`config.mk`:
```
export PLATFORM = sky130hd
export DESIGN_NAME = ots_top
export DESIGN_NICKNAME = d
export VERILOG_FILES = /design/src/include/ots_pkg.sv /design/src/logic/ots_top.sv
export VERILOG_INCLUDE_DIRS = /design/src /design/src/include
export SDC_FILE = /design/constraint.sdc
export NUM_CORES = 1
export LEC_CHECK = 0
export BUFFER_PORTS_ARGS = -buffer_cell sky130_fd_sc_hd__buf_2
export CAP_MARGIN = 20
export CORE_UTILIZATION = 30
export CTS_CLUSTER_DIAMETER = 120
export DETAILED_ROUTE_END_ITERATION = 10
export GPL_TIMING_DRIVEN = 1
export HOLD_SLACK_MARGIN = 0.02
export SLEW_MARGIN = 25
export SYNTH_ARGS = -nofsm -noshare
export SYNTH_HDL_FRONTEND = slang
export SYNTH_SLANG_ARGS = --single-unit
```
`constraint.sdc`:
```
create_clock -name core_clk -period 3.6 [get_ports core_clk]
set_input_delay 0.18 -clock core_clk [delete_from_list [all_inputs] [get_ports core_clk]]
set_output_delay 0.18 -clock core_clk [all_outputs]
set_load 0.01 [all_outputs]
```
`src/include/ots_defines.svh`:
```
`ifndef OTS_DEFINES_SVH
`define OTS_DEFINES_SVH

// register byte offsets
`define OTS_OFF_PIN_MODE     12'h000
`define OTS_OFF_RELAY_SEL    12'h004
`define OTS_OFF_DOUT1_SEL    12'h008
`define OTS_OFF_DOUT2_SEL    12'h00C
`define OTS_OFF_SHARED_SEL   12'h010
`define OTS_OFF_STATUS       12'h014

// reset values
`define OTS_RST_PIN_MODE     8'h02
`define OTS_RST_RELAY_SEL    8'h02
`define OTS_RST_DOUT1_SEL    8'h01
`define OTS_RST_DOUT2_SEL    8'h04
`define OTS_RST_SHARED_SEL   8'h00

// shared pin modes
`define OTS_MODE_PULSE       8'h00
`define OTS_MODE_DIGITAL     8'h01
`define OTS_MODE_ANALOG      8'h02

// function codes
`define OTS_FN_NONE          5'd0
`define OTS_FN_COUNT         23

// timing
`define OTS_CLK_MHZ          200
`define OTS_PULSE_MAX_KHZ    50
`define OTS_PULSE_DIV        (2 * `OTS_PULSE_MAX_KHZ)
`define OTS_PULSE_HALF_MIN   ((`OTS_CLK_MHZ * 1000 + `OTS_PULSE_DIV - 1) / `OTS_PULSE_DIV)
`define OTS_SEQ_PULSE_MS     250
`define OTS_SEQ_PULSE_CYC    (`OTS_SEQ_PULSE_MS * `OTS_CLK_MHZ * 1000)

`endif

```
`src/include/ots_pkg.sv`:
```
package ots_pkg;

   typedef struct packed {
      logic        running;
      logic        braking;
      logic        freq_present;
      logic        out_freq_zero;
      logic        fault_any;
      logic        fault_undervoltage;
      logic        bus_voltage_ok;
      logic        coast_stop_active;
      logic        can_run;
      logic        zero_current;
      logic        motor_overload_warn;
      logic        drive_overload_warn;
      logic        frequency_level_detect;
      logic        freq_reached;
      logic        comm_setting;
      logic        external_brake;
      logic        sw_overcurrent;
      logic        step_sequencer_done;
      logic [15:0] set_freq;
      logic [15:0] run_freq;
      logic [15:0] upper_limit;
      logic [15:0] lower_limit;
      logic [15:0] count_value;
      logic [15:0] set_count_target;
      logic [15:0] designated_count_target;
      logic [15:0] length;
      logic [15:0] length_target;
      logic [31:0] accumulated_run_time;
      logic [31:0] run_time_limit;
      logic signed [15:0] analog_input_one;
      logic signed [15:0] analog_input_two;
      logic [15:0] analog_level;
      logic [31:0] pulse_half_period;
   } ots_core_t;

   typedef struct packed {
      logic        relay;
      logic        digital_out_one;
      logic        digital_out_two;
      logic        multi_function_pin;
      logic        analog_drive_en;
      logic [15:0] analog_output;
   } ots_pins_t;

endpackage : ots_pkg

```
`src/logic/ots_top.sv`:
```
`timescale 1ns/1ps
`include "ots_defines.svh"
module ots_top #(
   parameter int unsigned SEQ_PULSE_CYC = `OTS_SEQ_PULSE_CYC
) (
   // clock and reset
   input  wire logic                   core_clk,
   input  wire logic                   sys_rst,
   // apb slave
   input  wire logic                   psel,
   input  wire logic                   penable,
   input  wire logic                   pwrite,
   input  wire logic [11:0]            paddr,
   input  wire logic [31:0]            pwdata,
   input  wire logic [3:0]             pstrb,
   output logic      [31:0]            prdata,
   output logic                        pready,
   output logic                        pslverr,
   // drive core status
   input  wire ots_pkg::ots_core_t     core_i,
   // output terminals
   output ots_pkg::ots_pins_t          pins_o
);
   import ots_pkg::*;

   localparam int unsigned HALF_MIN = `OTS_PULSE_HALF_MIN;

   typedef struct packed {
      logic [7:0]       mode;
      logic [3:0][7:0]  sel;
      logic [31:0]      pulse_cnt;
      logic             pulse_lvl;
      logic [31:0]      seq_cnt;
      logic             seq_on;
      ots_pins_t        pins;
      logic [31:0]      prdata;
      logic             pready;
      logic             pslverr;
   } ots_state_t;

   ots_state_t q_r;
   ots_state_t q_nxt;

   // condition vector indexed by function code
   logic [`OTS_FN_COUNT-1:0] cond;
   logic [16:0]              ai1_abs;
   logic [16:0]              ai2_abs;
   logic [3:0]               sel_on;

   always_comb begin
      ai1_abs = core_i.analog_input_one[15] ? 17'(-$signed({core_i.analog_input_one[15],
                 core_i.analog_input_one})) : {1'b0, core_i.analog_input_one};
      ai2_abs = core_i.analog_input_two[15] ? 17'(-$signed({core_i.analog_input_two[15],
                 core_i.analog_input_two})) : {1'b0, core_i.analog_input_two};
      cond     = '0;
      cond[0]  = 1'b0;
      cond[1]  = (core_i.running | core_i.braking) & core_i.freq_present;
      cond[2]  = core_i.fault_any & ~core_i.fault_undervoltage;
      cond[3]  = core_i.frequency_level_detect;
      cond[4]  = core_i.freq_reached;
      cond[5]  = (core_i.set_freq >= core_i.upper_limit) &
                 (core_i.run_freq >= core_i.upper_limit);
      cond[6]  = (core_i.set_freq <= core_i.lower_limit) &
                 (core_i.run_freq <= core_i.lower_limit);
      cond[7]  = (core_i.running & core_i.out_freq_zero) |
                 ~(core_i.running | core_i.braking);
      cond[8]  = core_i.motor_overload_warn;
      cond[9]  = core_i.drive_overload_warn;
      cond[10] = core_i.count_value >= core_i.set_count_target;
      cond[11] = core_i.count_value >= core_i.designated_count_target;
      cond[12] = core_i.length > core_i.length_target;
      cond[13] = q_r.seq_on;
      cond[14] = core_i.accumulated_run_time > core_i.run_time_limit;
      cond[15] = core_i.comm_setting;
      cond[16] = ~core_i.fault_any & core_i.bus_voltage_ok &
                 ~core_i.coast_stop_active & core_i.can_run;
      cond[17] = ai1_abs > ai2_abs;
      cond[18] = core_i.zero_current;
      cond[19] = core_i.external_brake;
      cond[20] = core_i.sw_overcurrent;
      cond[21] = core_i.fault_any;
      cond[22] = core_i.running & core_i.out_freq_zero;
   end

   // codes beyond the table select nothing
   for (genvar i = 0; i < 4; i++) begin : g_sel
      assign sel_on[i] = (q_r.sel[i] < 8'(`OTS_FN_COUNT)) &&
                         cond[q_r.sel[i][4:0]];
   end

   logic        wr_acc;
   logic        rd_acc;
   logic        addr_ok;
   logic [31:0] rd_val;

   always_comb begin
      q_nxt   = q_r;
      addr_ok = 1'b1;
      rd_val  = '0;
      unique case (paddr)
         `OTS_OFF_PIN_MODE:   rd_val = {24'h00_0000, q_r.mode};
         `OTS_OFF_RELAY_SEL:  rd_val = {24'h00_0000, q_r.sel[0]};
         `OTS_OFF_DOUT1_SEL:  rd_val = {24'h00_0000, q_r.sel[1]};
         `OTS_OFF_DOUT2_SEL:  rd_val = {24'h00_0000, q_r.sel[2]};
         `OTS_OFF_SHARED_SEL: rd_val = {24'h00_0000, q_r.sel[3]};
         `OTS_OFF_STATUS:     rd_val = {27'h000_0000, q_r.pins.relay,
                                 q_r.pins.digital_out_one, q_r.pins.digital_out_two,
                                 q_r.pins.multi_function_pin, q_r.pins.analog_drive_en};
         default:             addr_ok = 1'b0;
      endcase
      // one wait state: answer registered at the end of the first access cycle
      // writes land only at the edge where the master sees pready high
      wr_acc = psel & penable & q_r.pready & pwrite;
      rd_acc = psel & penable & ~q_r.pready & ~pwrite;
      q_nxt.pready  = psel & penable & ~q_r.pready;
      q_nxt.pslverr = psel & penable & ~q_r.pready & ~addr_ok;
      if (rd_acc) begin
         q_nxt.prdata = addr_ok ? rd_val : 32'h0000_0000;
      end
      if (wr_acc && pstrb[0]) begin
         unique case (paddr)
            // illegal modes are dropped so the pin never sits in an undefined mode
            `OTS_OFF_PIN_MODE: if (pwdata[7:0] <= `OTS_MODE_ANALOG) begin
               q_nxt.mode = pwdata[7:0];
            end
            `OTS_OFF_RELAY_SEL:  q_nxt.sel[0] = pwdata[7:0];
            `OTS_OFF_DOUT1_SEL:  q_nxt.sel[1] = pwdata[7:0];
            `OTS_OFF_DOUT2_SEL:  q_nxt.sel[2] = pwdata[7:0];
            `OTS_OFF_SHARED_SEL: q_nxt.sel[3] = pwdata[7:0];
            default: ;
         endcase
      end

      // sequencer pulse: a new cycle end restarts the full width
      if (core_i.step_sequencer_done) begin
         q_nxt.seq_cnt = 32'(SEQ_PULSE_CYC - 1);
         q_nxt.seq_on  = 1'b1;
      end else if (q_r.seq_cnt != 32'h0000_0000) begin
         q_nxt.seq_cnt = q_r.seq_cnt - 32'h0000_0001;
      end else begin
         q_nxt.seq_on  = 1'b0;
      end

      // pulse generator, half period clamped to the 50 kHz limit
      if (q_r.mode != `OTS_MODE_PULSE) begin
         q_nxt.pulse_cnt = '0;
         q_nxt.pulse_lvl = 1'b0;
      end else if (q_r.pulse_cnt == 32'h0000_0000) begin
         q_nxt.pulse_lvl = ~q_r.pulse_lvl;
         q_nxt.pulse_cnt = (core_i.pulse_half_period < 32'(HALF_MIN)) ?
                           32'(HALF_MIN - 1) : core_i.pulse_half_period - 32'h0000_0001;
      end else begin
         q_nxt.pulse_cnt = q_r.pulse_cnt - 32'h0000_0001;
      end

      q_nxt.pins.relay           = sel_on[0];
      q_nxt.pins.digital_out_one = sel_on[1];
      q_nxt.pins.digital_out_two = sel_on[2];
      unique case (q_r.mode)
         `OTS_MODE_PULSE:   q_nxt.pins.multi_function_pin = q_r.pulse_lvl;
         `OTS_MODE_DIGITAL: q_nxt.pins.multi_function_pin = sel_on[3];
         default:           q_nxt.pins.multi_function_pin = 1'b0;
      endcase
      q_nxt.pins.analog_drive_en = (q_r.mode == `OTS_MODE_ANALOG);
      q_nxt.pins.analog_output   = (q_r.mode == `OTS_MODE_ANALOG) ?
                                   core_i.analog_level : 16'h0000;
   end

   always_ff @(posedge core_clk or posedge sys_rst) begin
      if (sys_rst) begin
         q_r        <= '0;
         q_r.mode   <= `OTS_RST_PIN_MODE;
         q_r.sel[0] <= `OTS_RST_RELAY_SEL;
         q_r.sel[1] <= `OTS_RST_DOUT1_SEL;
         q_r.sel[2] <= `OTS_RST_DOUT2_SEL;
         q_r.sel[3] <= `OTS_RST_SHARED_SEL;
      end else begin
         q_r <= q_nxt;
      end
   end

   assign prdata  = q_r.prdata;
   assign pready  = q_r.pready;
   assign pslverr = q_r.pslverr;
   assign pins_o  = q_r.pins;
endmodule : ots_top

```
==> results.json <==
{
  "cp_num_cells": 17,
  "area_growth_from_synthesis_to_layout_pct": 23.7,
  "power_density_mw_per_mm2": 279,
  "dp_hpwl_mm": 31.4,
  "port_buffers": 362,
  "h_tree_lvl_count": 4,
  "worst_setup_path_end_kind": "register",
  "layout_commonest_cell": "buf_2",
  "leakagePower_uw": 0.00754,
  "setup_viol": 0,
  "power.share.switching_pct": 28.3,
  "floorplan.initialDensity_pct": 30.7,
  "num-nets-final": 2355,
  "multi_input_area_mm2": 0.00828,
  "finish.instance_area_mm2": 0.0157,
  "cpLargestDelayFamily": "simple AND/OR/NAND/NOR gates",
  "max_clock_freq_ghz": 0.303,
  "timing.setup.critical_path_class": "in -> reg",
  "synth.ff_latch_count": 137,
  "worst_slew_pin_slew_ps": 1010,
  "timing.final.crit_share_pct": 91.6,
  "crit_top_cell": "or3_1",
  "period_minus_slack_ps": 3300,
  "layout-drive-gt1-share_pct": 26.4,
  "crit_slowest_cell": "or3_1",
  "ff2ff_setup_slack_ps": 530,
  "synthesis.area_mm2": 0.0127,
  "worstPathCellList": "buf_2, or3_1, or3_1, or3_1, o31ai_2, xor2_1, ha_1, nand4_1, nor3_2, nand4_1, mux2_2, o21ai_0, buf_4, buf_4, a31oi_1, o211ai_1, o41ai_1",
  "numCtsBuffers": 17,
  "post-route-drc-count": 0,
  "clk_latency_ps": 420,
  "n_fill_cell": 4257,
  "worst_hold_path_type": "in -> reg",
  "gpl.final_weighted_congestion": 0.872,
  "wl_per_cell_um": 15.9,
  "synth_top_cell_area_share_pct": 26.3,
  "detail-route-antenna-nets": 0,
  "vias": 11900,
  "fin_total_pwr_uw": 4380,
  "critical_path_buf_inv_count": 3,
  "synth_enable_flop_cells": 0,
  "final-instance-count-excl-fill": 2378,
  "post_dp_cell_area_mm2": 0.0149,
  "vias_per_cell": 4.98,
  "placeableCoreArea_mm2": 0.0413,
  "synth.area.top_cells": "dfrtp_1 (26%), ha_1 (16%), xnor2_1 (4.4%)",
  "initial_antenna_violation_count": 4,
  "max_stage_delay_ps": 380,
  "synth.yosys.seq_area_share_pct": 27.1,
  "detailedRoute.firstPassIterationCount": 5,
  "hold_depth": 3,
  "start_kind": "input pin",
  "postSynthCellCount": 1475,
  "dominantRegCellSynth": "dfrtp_1",
  "post-place-cells": 2324,
  "power.clock.fraction_pct": 40.6,
  "die_y_um": 208,
  "cellInternalPower_uw": 3140,
  "power_frac_seq_pct": 36.7,
  "first_iter_violations": 701,
  "synth.largest_area_cell": "dfrtp_1",
  "global_route.overflow_total": 0,
  "most-common-layout-cells": "buf_2 (362), ha_1 (167), dfrtp_1 (133)",
  "num_io_pins": 414,
  "fp.dieArea_mm2": 0.0431,
  "global_route.usage.total_pct": 17.4,
  "register_to_register_path_depth": 7,
  "drt_wl_total_mm": 37.7,
  "fin_skew_ps": 9.56,
  "clockRootBuffer": "clkbuf_16",
  "seqCellArea_mm2": 0.00343,
  "status": "finished clean",
  "net-switching-power_uw": 1240,
  "critPathMaxFanout": 3,
  "post_synth.cell_area_avg_um2": 8.59,
  "cp_data_required_time_ps": 3900,
  "final_max_slew_viol_count": 0,
  "clock_sinks": 137,
  "synth_async_sr_flop_share_pct": 100,
  "fp.dieW_um": 208,
  "maxCapViolCount": 0,
  "setup_repair_after_global_routing_missed_its_margin": "false",
  "cts_max_path_buffers": 2,
  "first_global_vias": 11900,
  "timing.slew.headroom_pct": 32.6,
  "synth_warnings": 0,
  "grt_start_max_net_pins": 57,
  "gate_power_share_pct": 22.8,
  "final_hold_vio_count": 0,
  "ir_worst_vdd_mv": 0.310,
  "synth.distinct_cells": 77,
  "grt_first_pass_wirelength_mm": 60.9,
  "critical_path_data_arrival_time_ps": 3600,
  "tritoncts": "done",
  "clkTransAtPathRegs_ps": 60,
  "rows": 74
}
==> through the flow <==
step	utilization, %	hold WS (ps)	setup TNS [ps]	worst slack (ps)
after CTS	37.9	44.2	0	60.1
after global routing	38.0	78.9	0	53.2
final	38.0	65.5	0	302
after detailed placement	36.0	390	-1090	-385
after floorplan	-	286	0	166
after global placement	36.0	385	-754	-285
==> routing by layer <==
metal	vias up	global-route usage, %	wire, um
met5	-	0	0
met4	0	5.30	760
met3	46	2.56	1640
met2	319	31.6	19100
met1	5536	21.0	16200
li1	5951	-	-
==> area by class of cell <==
cell class                 count  area share [%]
antenna                        4          0.0638
clock buffer                  20            2.85
clock inverter                12           0.965
inverter                     133            3.21
multi-input combinational   1137            52.8
sequential                   137            21.9
tap                          532            4.24
timing repair buffer         403            14.0
==> sequential cells by signal, indices dropped and copies added (netlist names) <==
register,cells
q_r,105
pins_o,21
prdata,8
cond,1
pready,1
pslverr,1
==> power groups by stage <==
stage | Clock (uW) | Sequential [uW] | Combinational (uW)
after floorplan | 0 | 1630 | 582
after global placement | 0 | 1630 | 955
after detailed placement | 0 | 1630 | 983
after CTS | 1810 | 1610 | 1000
after global routing | 1890 | 1610 | 1140
final | 1780 | 1600 | 997
==> cell families after synthesis <==
| kind of cell | after synthesis | synth area share, % |
|---|---|---|
| compound gates | 287 | 14.5 |
| buf+inv | 225 | 8.40 |
| other cells | 2 | 0.0593 |
| simple gates | 498 | 21.3 |
| mux | 58 | 5.20 |
| fa+ha+maj | 167 | 16.5 |
| xor+xnor | 101 | 6.98 |
| flops | 137 | 27.1 |
==> what timing repair did <==
action | in CTS | in global routing
gates resized for setup | 0 | 4
setup endpoints to repair | 0 | 4
hold buffers | 18 | 0
endpoints found under the hold margin | 51 | 0
buffers inserted | 0 | 0
==> synth_stat cells (13+ instances only) <==
master / n
a211oi_1: 16
a21oi_1: 91
a22oi_1: 16
and2_1: 19
buf_4: 54
clkbuf_1: 32
dfrtp_1: 133
ha_1: 167
inv_1: 132
mux2_2: 33
mux2i_1: 22
nand2_1: 94
nand2b_1: 25
nand3_1: 29
nand4_1: 31
nor2_1: 104
nor2b_1: 23
nor3_1: 52
nor4_1: 30
o211ai_1: 13
o21ai_0: 55
o22ai_1: 14
or3_1: 15
or4_1: 15
xnor2_1: 63
xor2_1: 38
==> worst register-to-register path, stage by stage (launching register included) <==
cell and delay [ps]:
dfrtp_1 440, or4_4 590, or4_1 480, or4_1 680, buf_4 270, nor3_1 350, a21oi_1 80, nor2_1 100
==> final timing paths <==
path                            startpoint          to
worst max-delay path            core_i[49]  pins_o[19]
max in group asynchronous          sys_rst    q_r[122]
worst max register to register     q_r[91]    q_r[101]
worst min register to register      pready      pready
worst min-delay path             core_i[3]     q_r[92]
min in group asynchronous          sys_rst    q_r[117]
Power figures use the tool's default switching activity.
